--- config.mk ---
export PLATFORM = sky130hd
export DESIGN_NAME = fbm_ctrl
export DESIGN_NICKNAME = d
export VERILOG_FILES = /design/src/rtl/fbm_pkg.sv /design/src/rtl/fbm_sync.sv /design/src/rtl/fbm_addr_map.sv /design/src/rtl/fbm_ctrl.sv
export VERILOG_INCLUDE_DIRS = /design/src /design/src/rtl
export SDC_FILE = /design/constraint.sdc
export NUM_CORES = 1
export LEC_CHECK = 0
export ABC_CLOCK_PERIOD_IN_PS = 4620
export CORE_MARGIN = 2
export CORE_UTILIZATION = 60
export CTS_CLUSTER_DIAMETER = 30
export DETAILED_ROUTE_END_ITERATION = 12
export DONT_BUFFER_PORTS = 1
export PLACE_DENSITY = 0.76
export SYNTH_ARGS = -nofsm -noshare
export SYNTH_HDL_FRONTEND = slang
export SYNTH_SLANG_ARGS = --single-unit
--- constraint.sdc ---
create_clock -name clk_sys -period 4.62 [get_ports clk_sys]
set_input_delay 0.231 -clock clk_sys [delete_from_list [all_inputs] [get_ports clk_sys]]
set_output_delay 0.231 -clock clk_sys [all_outputs]
set_load 0.02 [all_outputs]
--- src/rtl/fbm_defines.svh ---
/*
 Timing counts, register offsets, field positions and flash map constants
 for the flash BIOS map controller. Assumes a 10 MHz system clock.
*/
`ifndef FBM_DEFINES_SVH
`define FBM_DEFINES_SVH
// Clock and timing
`define FBM_CLK_NS 100
`define FBM_T_ACCESS_NS 250
`define FBM_ACCESS_CYC ((`FBM_T_ACCESS_NS + `FBM_CLK_NS - 1) / `FBM_CLK_NS)
`define FBM_T_VPP_SETTLE_US 100
`define FBM_VPP_SETTLE_CYC ((`FBM_T_VPP_SETTLE_US * 1000 + `FBM_CLK_NS - 1) / `FBM_CLK_NS)
`define FBM_SYNC_CYC 2
// Register byte offsets
`define FBM_REG_CTRL 8'h00
`define FBM_REG_ADDR 8'h04
`define FBM_REG_CMD 8'h08
`define FBM_REG_STATUS 8'h0C
`define FBM_REG_RDATA 8'h10
// Control bits
`define FBM_CTRL_VPP_ON 0
`define FBM_CTRL_VPP_5V 1
`define FBM_CTRL_BOOT_UNLOCK 2
`define FBM_CTRL_WR_GATE 3
`define FBM_CTRL_RUNTIME 4
`define FBM_CTRL_INVERT 5
`define FBM_CTRL_WP_UNLOCK 6
`define FBM_CTRL_SYS_RESET 7
`define FBM_CTRL_W 7
`define FBM_CTRL_RST 7'h00
// Command bits
`define FBM_CMD_WRITE 8
// Status bits
`define FBM_ST_BUSY 0
`define FBM_ST_VPP_READY 1
`define FBM_ST_SUPPLY_OK 2
`define FBM_ST_INVERT 3
`define FBM_ST_REFUSED 4
`define FBM_ST_TOP_LINE 5
// Physical BIOS window and flash layout
`define FBM_BIOS_BASE 20'hE_0000
`define FBM_KERNEL_BASE 20'hF_E000
`define FBM_BOOT_TOP_BASE 18'h3_C000
`define FBM_BOOT_SIZE 18'h0_4000
`define FBM_PARAM_SIZE 18'h0_2000
`define FBM_MAIN0_SIZE 18'h1_8000
`define FBM_MAIN1_SIZE 18'h2_0000
`endif

--- src/rtl/fbm_pkg.sv ---
/*
 Types for the flash BIOS map controller.
 Assumes nothing beyond a SystemVerilog compiler.
*/
package fbm_pkg;
	typedef enum logic [2:0] {
		ST_IDLE,
		ST_SETUP,
		ST_STROBE,
		ST_CAPTURE,
		ST_RECOVER
	} fbm_state_t;
endpackage

--- src/rtl/fbm_sync.sv ---
/*
 Two-flop synchroniser, one per bit.
 Assumes inputs are asynchronous levels.
*/
`timescale 1ns/1ps
`default_nettype none
module fbm_sync #(
	parameter int WIDTH = 1
) (
	// Clock and reset
	input wire logic clk_sys,
	input wire logic resetn,
	// Data
	input wire logic [WIDTH-1:0] din,
	output logic [WIDTH-1:0] dout
);
	genvar i;
	generate
		for (i = 0; i < WIDTH; i++) begin : g_bit
			logic meta_r;
			logic sync_r;
			always_ff @(posedge clk_sys or negedge resetn) begin
				if (!resetn) begin
					meta_r <= 1'b0;
					sync_r <= 1'b0;
				end else begin
					meta_r <= din[i];
					sync_r <= meta_r;
				end
			end
			assign dout[i] = sync_r;
		end
	endgenerate
endmodule // fbm_sync
`default_nettype wire

--- src/rtl/fbm_addr_map.sv ---
/*
 Maps a physical BIOS address onto the flash address lines.
 Assumes a 2-Mbit part with eighteen byte address lines.
*/
`timescale 1ns/1ps
`default_nettype none
`include "fbm_defines.svh"
module fbm_addr_map #(
	parameter bit BOOT_AT_TOP = 1'b1
) (
	// Request
	input wire logic [19:0] phys_addr,
	input wire logic runtime_mode,
	input wire logic invert,
	// Result
	output logic in_window,
	output logic [17:0] flash_addr,
	output logic in_boot_block
);
	logic top_line;
	// Boot mode shows the upper half, runtime the lower; recovery flips it
	assign top_line = ~runtime_mode ^ invert;
	assign in_window = (phys_addr >= `FBM_BIOS_BASE);
	assign flash_addr = {top_line, phys_addr[16:0]};
	// Boot block sits at either end of the part
	assign in_boot_block = BOOT_AT_TOP ? (flash_addr >= `FBM_BOOT_TOP_BASE)
		: (flash_addr < `FBM_BOOT_SIZE);
endmodule // fbm_addr_map
`default_nettype wire

--- src/rtl/fbm_ctrl.sv ---
/*
 Host-side glue for a boot-block flash BIOS: AXI4-Lite registers, flash
 bus cycles, program supply and reset/power-down control, address swap.
 Assumes asynchronous flash pins, switch and jumper; one 10 MHz clock.
*/
// How it works
// Five blocks: boot, two parameter, two main
// Boot block at top or bottom
// Boot block writable only with high unlock; the code also unlocks it with the logic write-protect bit
// Write enable gates every flash write
// Standard part programs at twelve volts
// Low-voltage part programs at twelve or five
// Five-volt supply range is 4.5 to 5.5
// Logic write-protect pin unlocks boot block
// Raise program supply first, lower afterwards
// Reset pin gated by supply valid
// Boot mode fetches kernel at FE000h
// Runtime maps main BIOS at E0000h
// Glue swaps upper and lower halves
// Runtime drives top address line low
// Recovery inverts the top address line
// Keyboard, switch or jumper controls inversion
// Recovery erases non-boot blocks, then resets
// No reads while programming another block
// Erase may be suspended for reads
// Recovery code runs from RAM
// Low supply: program and erase ignored
// Write enable only on memory writes
// Device resets into read-array mode
// Change inversion only between accesses
`timescale 1ns/1ps
`default_nettype none
`include "fbm_defines.svh"
module fbm_ctrl #(
	parameter bit BOOT_AT_TOP = 1'b1,
	parameter int ACCESS_CYC = `FBM_ACCESS_CYC,
	parameter int VPP_SETTLE_CYC = `FBM_VPP_SETTLE_CYC
) (
	// Clock and reset
	input wire logic clk_sys,
	input wire logic resetn,
	// AXI4-Lite write
	input wire logic [7:0] s_axi_awaddr,
	input wire logic s_axi_awvalid,
	output logic s_axi_awready,
	input wire logic [31:0] s_axi_wdata,
	input wire logic [3:0] s_axi_wstrb,
	input wire logic s_axi_wvalid,
	output logic s_axi_wready,
	output logic [1:0] s_axi_bresp,
	output logic s_axi_bvalid,
	input wire logic s_axi_bready,
	// AXI4-Lite read
	input wire logic [7:0] s_axi_araddr,
	input wire logic s_axi_arvalid,
	output logic s_axi_arready,
	output logic [31:0] s_axi_rdata,
	output logic [1:0] s_axi_rresp,
	output logic s_axi_rvalid,
	input wire logic s_axi_rready,
	// Flash bus
	output logic [17:0] flash_addr,
	output logic flash_ce_n,
	output logic flash_oe_n,
	output logic flash_we_n,
	input wire logic [7:0] flash_dq_i,
	output logic [7:0] flash_dq_o,
	output logic flash_dq_oe,
	// Flash protection and supply
	output logic reset_powerdown_pin,
	output logic reset_powerdown_hv_en,
	output logic write_protect_n,
	output logic program_supply_en,
	output logic program_supply_5v,
	// Board
	input wire logic supply_valid_signal,
	input wire logic recovery_switch,
	input wire logic recovery_jumper,
	output logic sys_reset_req
);
	localparam logic [1:0] RESP_OKAY = 2'b00;
	localparam logic [1:0] RESP_SLVERR = 2'b10;
	localparam int CNT_W = 16;

	logic [10:0] pins_sync;
	logic [7:0] dq_sync;
	logic supply_ok;
	logic switch_s;
	logic jumper_s;

	fbm_sync #(.WIDTH(11)) u_sync (
		.clk_sys(clk_sys),
		.resetn(resetn),
		.din({flash_dq_i, supply_valid_signal, recovery_switch, recovery_jumper}),
		.dout(pins_sync)
	);
	assign dq_sync = pins_sync[10:3];
	assign supply_ok = pins_sync[2];
	assign switch_s = pins_sync[1];
	assign jumper_s = pins_sync[0];

	// Register and sequencer state
	fbm_pkg::fbm_state_t state_r, state_nxt;
	logic [`FBM_CTRL_W-1:0] ctrl_r, ctrl_nxt;
	logic [19:0] addr_r, addr_nxt;
	logic [8:0] cmd_r, cmd_nxt;
	logic [7:0] rdata_r, rdata_nxt;
	logic refused_r, refused_nxt;
	logic invert_r, invert_nxt;
	logic [CNT_W-1:0] cnt_r, cnt_nxt;
	logic [CNT_W-1:0] vpp_cnt_r, vpp_cnt_nxt;
	logic reset_req_r, reset_req_nxt;
	logic [17:0] fa_r, fa_nxt;
	// Bus state
	logic aw_got_r, aw_got_nxt;
	logic w_got_r, w_got_nxt;
	logic [7:0] awaddr_r, awaddr_nxt;
	logic [31:0] wdata_r, wdata_nxt;
	logic [3:0] wstrb_r, wstrb_nxt;
	logic bvalid_r, bvalid_nxt;
	logic [1:0] bresp_r, bresp_nxt;
	logic rvalid_r, rvalid_nxt;
	logic [31:0] axi_rdata_r, axi_rdata_nxt;
	logic [1:0] rresp_r, rresp_nxt;

	logic map_in_window;
	logic map_in_boot;
	logic [17:0] map_fa;
	logic vpp_ready;
	logic boot_unlocked;
	logic invert_src;
	logic wr_do;
	logic cmd_write;
	logic [31:0] status_word;

	fbm_addr_map #(.BOOT_AT_TOP(BOOT_AT_TOP)) u_map (
		.phys_addr(addr_r),
		.runtime_mode(ctrl_r[`FBM_CTRL_RUNTIME]),
		.invert(invert_r),
		.in_window(map_in_window),
		.flash_addr(map_fa),
		.in_boot_block(map_in_boot)
	);

	assign vpp_ready = ctrl_r[`FBM_CTRL_VPP_ON] && (vpp_cnt_r == CNT_W'(VPP_SETTLE_CYC));
	// High-voltage unlock or logic write-protect unlock
	assign boot_unlocked = (ctrl_r[`FBM_CTRL_BOOT_UNLOCK] && supply_ok)
		|| ctrl_r[`FBM_CTRL_WP_UNLOCK];
	assign invert_src = ctrl_r[`FBM_CTRL_INVERT] | switch_s | jumper_s;
	assign cmd_write = cmd_r[`FBM_CMD_WRITE];
	assign wr_do = aw_got_r && w_got_r && !bvalid_r;

	always_comb begin
		status_word = 32'h0000_0000;
		status_word[`FBM_ST_BUSY] = (state_r != fbm_pkg::ST_IDLE);
		status_word[`FBM_ST_VPP_READY] = vpp_ready;
		status_word[`FBM_ST_SUPPLY_OK] = supply_ok;
		status_word[`FBM_ST_INVERT] = invert_r;
		status_word[`FBM_ST_REFUSED] = refused_r;
		status_word[`FBM_ST_TOP_LINE] = map_fa[17];
	end

	// AXI4-Lite slave
	always_comb begin
		aw_got_nxt = aw_got_r;
		w_got_nxt = w_got_r;
		awaddr_nxt = awaddr_r;
		wdata_nxt = wdata_r;
		wstrb_nxt = wstrb_r;
		bvalid_nxt = bvalid_r;
		bresp_nxt = bresp_r;
		rvalid_nxt = rvalid_r;
		axi_rdata_nxt = axi_rdata_r;
		rresp_nxt = rresp_r;
		if (s_axi_awvalid && s_axi_awready) begin
			aw_got_nxt = 1'b1;
			awaddr_nxt = s_axi_awaddr;
		end
		if (s_axi_wvalid && s_axi_wready) begin
			w_got_nxt = 1'b1;
			wdata_nxt = s_axi_wdata;
			wstrb_nxt = s_axi_wstrb;
		end
		if (wr_do) begin
			aw_got_nxt = 1'b0;
			w_got_nxt = 1'b0;
			bvalid_nxt = 1'b1;
			unique case (awaddr_r)
				`FBM_REG_CTRL, `FBM_REG_ADDR, `FBM_REG_CMD, `FBM_REG_STATUS: bresp_nxt = RESP_OKAY;
				default: bresp_nxt = RESP_SLVERR;
			endcase
		end
		if (bvalid_r && s_axi_bready) begin
			bvalid_nxt = 1'b0;
		end
		if (s_axi_arvalid && s_axi_arready) begin
			rvalid_nxt = 1'b1;
			rresp_nxt = RESP_OKAY;
			unique case (s_axi_araddr)
				`FBM_REG_CTRL: axi_rdata_nxt = {25'h000_0000, ctrl_r};
				`FBM_REG_ADDR: axi_rdata_nxt = {12'h000, addr_r};
				`FBM_REG_CMD: axi_rdata_nxt = {23'h00_0000, cmd_r};
				`FBM_REG_STATUS: axi_rdata_nxt = status_word;
				`FBM_REG_RDATA: axi_rdata_nxt = {24'h00_0000, rdata_r};
				default: begin
					axi_rdata_nxt = 32'h0000_0000;
					rresp_nxt = RESP_SLVERR;
				end
			endcase
		end else if (rvalid_r && s_axi_rready) begin
			rvalid_nxt = 1'b0;
		end
	end

	assign s_axi_awready = !aw_got_r && !bvalid_r;
	assign s_axi_wready = !w_got_r && !bvalid_r;
	assign s_axi_arready = !rvalid_r;
	assign s_axi_bvalid = bvalid_r;
	assign s_axi_bresp = bresp_r;
	assign s_axi_rvalid = rvalid_r;
	assign s_axi_rdata = axi_rdata_r;
	assign s_axi_rresp = rresp_r;

	// Registers and flash cycle sequencer
	always_comb begin
		state_nxt = state_r;
		ctrl_nxt = ctrl_r;
		addr_nxt = addr_r;
		cmd_nxt = cmd_r;
		rdata_nxt = rdata_r;
		refused_nxt = refused_r;
		invert_nxt = invert_r;
		cnt_nxt = cnt_r;
		fa_nxt = fa_r;
		reset_req_nxt = 1'b0;
		vpp_cnt_nxt = vpp_cnt_r;
		// Settle timer runs while supply is raised
		if (!ctrl_r[`FBM_CTRL_VPP_ON]) begin
			vpp_cnt_nxt = '0;
		end else if (!vpp_ready) begin
			vpp_cnt_nxt = vpp_cnt_r + CNT_W'(1);
		end
		if (wr_do && (wstrb_r != 4'h0) && (state_r == fbm_pkg::ST_IDLE)) begin
			unique case (awaddr_r)
				`FBM_REG_CTRL: begin
					ctrl_nxt = wdata_r[`FBM_CTRL_W-1:0];
					reset_req_nxt = wdata_r[`FBM_CTRL_SYS_RESET];
				end
				`FBM_REG_ADDR: addr_nxt = wdata_r[19:0];
				`FBM_REG_CMD: begin
					cmd_nxt = wdata_r[8:0];
					state_nxt = fbm_pkg::ST_SETUP;
				end
				default: begin
				end
			endcase
		end
		if (wr_do && (wstrb_r != 4'h0) && awaddr_r == `FBM_REG_STATUS
				&& wdata_r[`FBM_ST_REFUSED]) begin
			refused_nxt = 1'b0;
		end
		unique case (state_r)
			fbm_pkg::ST_IDLE: begin
				invert_nxt = invert_src;
			end
			fbm_pkg::ST_SETUP: begin
				fa_nxt = map_fa;
				cnt_nxt = '0;
				if (!map_in_window) begin
					refused_nxt = 1'b1;
					state_nxt = fbm_pkg::ST_IDLE;
				end else if (cmd_write && (!ctrl_r[`FBM_CTRL_WR_GATE]
						|| (map_in_boot && !boot_unlocked))) begin
					refused_nxt = 1'b1;
					state_nxt = fbm_pkg::ST_IDLE;
				end else if (!cmd_write || !ctrl_r[`FBM_CTRL_VPP_ON] || vpp_ready) begin
					state_nxt = fbm_pkg::ST_STROBE;
				end
			end
			fbm_pkg::ST_STROBE: begin
				cnt_nxt = cnt_r + CNT_W'(1);
				if (cnt_r == CNT_W'(ACCESS_CYC - 1)) begin
					cnt_nxt = '0;
					state_nxt = cmd_write ? fbm_pkg::ST_RECOVER : fbm_pkg::ST_CAPTURE;
				end
			end
			fbm_pkg::ST_CAPTURE: begin
				// Output enable held while data crosses the synchroniser
				cnt_nxt = cnt_r + CNT_W'(1);
				if (cnt_r == CNT_W'(`FBM_SYNC_CYC)) begin
					rdata_nxt = dq_sync;
					state_nxt = fbm_pkg::ST_RECOVER;
				end
			end
			fbm_pkg::ST_RECOVER: begin
				state_nxt = fbm_pkg::ST_IDLE;
			end
			default: state_nxt = fbm_pkg::ST_IDLE;
		endcase
		if (wr_do && (state_r != fbm_pkg::ST_IDLE) && awaddr_r != `FBM_REG_STATUS) begin
			refused_nxt = 1'b1;
		end
	end

	always_ff @(posedge clk_sys or negedge resetn) begin
		if (!resetn) begin
			state_r <= fbm_pkg::ST_IDLE;
			ctrl_r <= `FBM_CTRL_RST;
			addr_r <= 20'h0_0000;
			cmd_r <= 9'h000;
			rdata_r <= 8'h00;
			refused_r <= 1'b0;
			invert_r <= 1'b0;
			cnt_r <= '0;
			vpp_cnt_r <= '0;
			reset_req_r <= 1'b0;
			fa_r <= 18'h0_0000;
			aw_got_r <= 1'b0;
			w_got_r <= 1'b0;
			awaddr_r <= 8'h00;
			wdata_r <= 32'h0000_0000;
			wstrb_r <= 4'h0;
			bvalid_r <= 1'b0;
			bresp_r <= 2'b00;
			rvalid_r <= 1'b0;
			axi_rdata_r <= 32'h0000_0000;
			rresp_r <= 2'b00;
		end else begin
			state_r <= state_nxt;
			ctrl_r <= ctrl_nxt;
			addr_r <= addr_nxt;
			cmd_r <= cmd_nxt;
			rdata_r <= rdata_nxt;
			refused_r <= refused_nxt;
			invert_r <= invert_nxt;
			cnt_r <= cnt_nxt;
			vpp_cnt_r <= vpp_cnt_nxt;
			reset_req_r <= reset_req_nxt;
			fa_r <= fa_nxt;
			aw_got_r <= aw_got_nxt;
			w_got_r <= w_got_nxt;
			awaddr_r <= awaddr_nxt;
			wdata_r <= wdata_nxt;
			wstrb_r <= wstrb_nxt;
			bvalid_r <= bvalid_nxt;
			bresp_r <= bresp_nxt;
			rvalid_r <= rvalid_nxt;
			axi_rdata_r <= axi_rdata_nxt;
			rresp_r <= rresp_nxt;
		end
	end

	// Flash pins
	logic in_strobe;
	assign in_strobe = (state_r == fbm_pkg::ST_STROBE);
	assign flash_addr = fa_r;
	assign flash_ce_n = !(in_strobe || state_r == fbm_pkg::ST_CAPTURE);
	assign flash_oe_n = !(!cmd_write && (in_strobe || state_r == fbm_pkg::ST_CAPTURE));
	assign flash_we_n = !(cmd_write && in_strobe);
	assign flash_dq_o = cmd_r[7:0];
	assign flash_dq_oe = cmd_write && (in_strobe || state_r == fbm_pkg::ST_RECOVER);
	assign reset_powerdown_pin = supply_ok && !reset_req_r;
	assign reset_powerdown_hv_en = supply_ok && ctrl_r[`FBM_CTRL_BOOT_UNLOCK];
	assign write_protect_n = ctrl_r[`FBM_CTRL_WP_UNLOCK];
	assign program_supply_en = ctrl_r[`FBM_CTRL_VPP_ON];
	assign program_supply_5v = ctrl_r[`FBM_CTRL_VPP_5V];
	assign sys_reset_req = reset_req_r;
endmodule // fbm_ctrl
`default_nettype wire

==> results_dict.tcl <==
set metrics [dict create \
    final_cells 839 \
    critPathCaptureType "flop" \
    maxSlewHeadroom_pct 19.74 \
    grt_pass1_vias 5291 \
    initial_utilization_pct 61.33 \
    nets 729 \
    startpoint_type "flop" \
    finalSetupTns_ns 0 \
    yosysSeqAreaShare_pct 58.43 \
    antenna_found_initial 0 \
    cp.arrival_ns 3.00 \
    synth_edf_count 0 \
    outcome "complete, no violations" \
    synth_cells 618 \
    crit_fanout 12 \
    syn_avg_cell_area_um2 12.47 \
    finalClockSkew_ns 0.008669 \
    cpMaxStageDelayCell "o31ai_2" \
    vias 4966 \
    drt-total-wl_um 16820 \
    internal-power_mw 2.961 \
    peakVddDrop_v 0.0003470 \
    clk_pin_slew_ns 0.06 \
    critical_path.max_stage_delay_ns 0.69 \
    num_rows 41 \
    power_frac_seq_pct 51.9 \
    max_freq_mhz 365.9 \
    period_minus_slack_ns 2.733 \
    pin_count 147 \
    finalCritPeriodShare_pct 59.15 \
    synthArstFlopShare_pct 100.0 \
    tightest_slew_ns 1.204 \
    powerDensity_mw_per_mm2 467.4 \
    cap_violations 0 \
    layout_commonest_cell "dfrtp_1" \
    antenna_left 0 \
    gp_congestion 0.8461 \
    netlist_area_mm2 0.007709 \
    grt_start_max_net_pins 181 \
    combPwrFrac_pct 13.9 \
    cts_resized 0 \
    grt_pass1_wl_um 27540 \
    postLayoutCellArea_mm2 0.008811 \
    numPortBuffers 0 \
    syn_to_final_growth_pct 14.30 \
    dp_hpwl_um 11180 \
    cts_setup_buffers 0 \
    clk_latency_ns 0.43 \
    gr-total-overflow 0 \
    yosys_warnings 0 \
    first_pass_iters 4 \
    switching_share_pct 28.09 \
    htree_num_levels 4 \
    multi_input_area_mm2 0.002923 \
    required_ns 4.89 \
    hold_path.class "primary input to flop" \
    coreArea_mm2 0.01257 \
    rsz0062_at_grt "false" \
    routed_via_density 5.919 \
    die_y_um 117.3 \
    path_cells "inv_1, ha_1, or4b_4, or4_2, o31ai_2, nor2_1" \
    clk_path_buf_depth 2 \
    track_usage_pct 25.69 \
    diodes 0 \
    dr.first_iter.drc_count 267 \
    drive_gt1_share_pct 21.89 \
    dieArea_mm2 0.01377 \
    switchingPower_mw 1.157 \
    final_cell_mix "dfrtp_1 (180), mux2_2 (86), dlygate4sd3_1 (47)" \
    dpl_cell_area_mm2 0.007740 \
    p_clk_share_pct 34.2 \
    clock_sink_count 180 \
    drv_slew 0 \
    yosys_most_used_dff "dfrtp_1" \
    numCtsBuffers 17 \
    hold_viol_final 0 \
    die_w_um 117.3 \
    cts_root_buf "clkbuf_16" \
    p_leak_nw 4.009 \
    seq_area_mm2 0.004504 \
    setup.worst_path.class "flop to flop" \
    cts_tree "built" \
    setup_viol 0 \
    fill_cells 876 \
    dp.cells 760 \
    synth_cell_type_count 56 \
    remaining_drc_errors 0 \
    ys_seq_elements 180 \
    post_drt_wl_per_cell_um 20.05 \
    cts_hold_buf 48 \
]
-- flip-flops by register name, summed over array words and instances (netlist names) --
signal               count
flash_addr              18
vpp_cnt_r               16
addr_r                  20
sys_reset_req            1
s_axi_rdata             20
cnt_r                   16
s_axi_rresp              1
w_got_r                  1
ctrl_r                   7
wstrb_r                  4
u_sync.g_bit.meta_r     11
s_axi_rvalid             1
state_r                  3
rdata_r                  8
refused_r                1
awaddr_r                 8
cmd_r                    9
invert_r                 1
u_sync.g_bit.sync_r     11
s_axi_bresp              1
aw_got_r                 1
wdata_r                 20
s_axi_bvalid             1
-- synth_stat cells (2+ instances only) --
cell type,n,share of area [%]
dfrtp_1,180,58
mux2_2,86,13
nor2_1,34,1.7
nand2_1,32,1.6
o21ai_0,28,1.8
buf_4,22,2.1
clkbuf_1,21,1.0
a21oi_1,17,1.1
mux2i_1,15,1.9
inv_1,14,0.68
or3_1,14,1.1
nand3_1,12,0.78
a22o_1,11,1.2
nand4_1,10,0.81
mux2_4,8,1.6
xnor2_1,8,0.91
xor2_1,8,0.91
nor3_1,7,0.45
nor4_1,7,0.57
and2_1,6,0.49
and3_1,6,0.49
nand2b_1,6,0.49
nor2b_1,5,0.41
or4_1,5,0.49
and4_1,4,0.45
ha_1,4,0.65
a31oi_1,3,0.24
buf_6,3,0.44
o31ai_1,3,0.29
a211o_1,2,0.23
a221oi_1,2,0.23
a22oi_1,2,0.19
a32oi_1,2,0.23
buf_1,2,0.097
nor4_2,2,0.32
nor4b_1,2,0.23
o211ai_1,2,0.19
o22ai_1,2,0.16
or2_2,2,0.16
or4_2,2,0.23
or4b_2,2,0.26
-- through the flow --
stage               power [mW]  util [%]  worst slack, ns  hold slack (ns)
global placement         2.615     61.58            1.929         -0.05826
finish                   4.118     70.10            1.887          0.02834
floorplan                2.533         -            2.200         -0.06459
global route             4.295     70.10            1.701          0.05264
detailed placement       2.666     61.58            1.864         -0.05849
CTS                      4.132     70.10            1.857          0.02011
-- power groups by stage --
| stage | sequential (mW) | clock (mW) | combinational [mW] |
|---|---|---|---|
| 2_1_floorplan | 2.04 | 0 | 0.493 |
| 3_3_place_gp | 2.14 | 0 | 0.477 |
| 3_5_place_dp | 2.16 | 0 | 0.505 |
| 4_1_cts | 2.13 | 1.43 | 0.571 |
| 5_1_grt | 2.17 | 1.50 | 0.624 |
| 6_report | 2.14 | 1.41 | 0.573 |
-- cell type report --
| cell class | instances | area share, % |
|---|---|---|
| clock buffers | 19 | 5.027 |
| flip-flops and latches | 180 | 51.12 |
| repair buffers | 54 | 6.163 |
| well taps | 172 | 2.442 |
| inverters | 14 | 0.5964 |
| multi-input cells | 388 | 33.17 |
| clock inverters | 12 | 1.477 |
-- critical path, delay by kind of cell (launching register included) --
family,cells,cell delay (ns)
compound gates,1,0.69
fa+ha+maj,1,0.13
buf+inv,1,0.08
flops,1,0.43
simple gates,3,1.25
-- worst paths after layout --
check	start	cells after the start	slack, ns	endpoint
min in group asynchronous	resetn	2	0.51	s_axi_rdata[16]$_DFFE_PN0P_
worst min-delay path	s_axi_araddr[3]	2	0.03	s_axi_rdata[3]$_DFFE_PN0P_
worst max-delay path	cnt_r[0]$_DFFE_PN0P_	6	1.89	cnt_r[3]$_DFFE_PN0P_
max in group asynchronous	resetn	2	3.51	cnt_r[4]$_DFFE_PN0P_
worst min register to register	u_sync.g_bit[1].meta_r$_DFF_PN0_	0	0.35	u_sync.g_bit[1].sync_r$_DFF_PN0_
worst max register to register	cnt_r[0]$_DFFE_PN0P_	6	1.89	cnt_r[3]$_DFFE_PN0P_
-- cell families after synthesis --
group / count (synthesis) / synth area share [%]
XOR/XNOR: 16 / 1.818
multiplexers: 109 / 16.07
other: 1 / 0.04865
AND/OR/NAND/NOR: 165 / 11.87
adder cells (fa/ha/maj): 4 / 0.6493
flip-flops: 180 / 58.43
buffers and inverters: 63 / 4.447
AO/OA/AOI/OAI: 80 / 6.671
-- per-layer routing --
layer	vias to the layer above	share of wire, %	GRT usage, %
met5	-	0	0
met4	0	2.9	11.22
met3	42	6.3	7.442
met2	159	50	42.40
met1	2520	40	31.74
li1	2245	-	-
(Power assumes the default switching activity.)
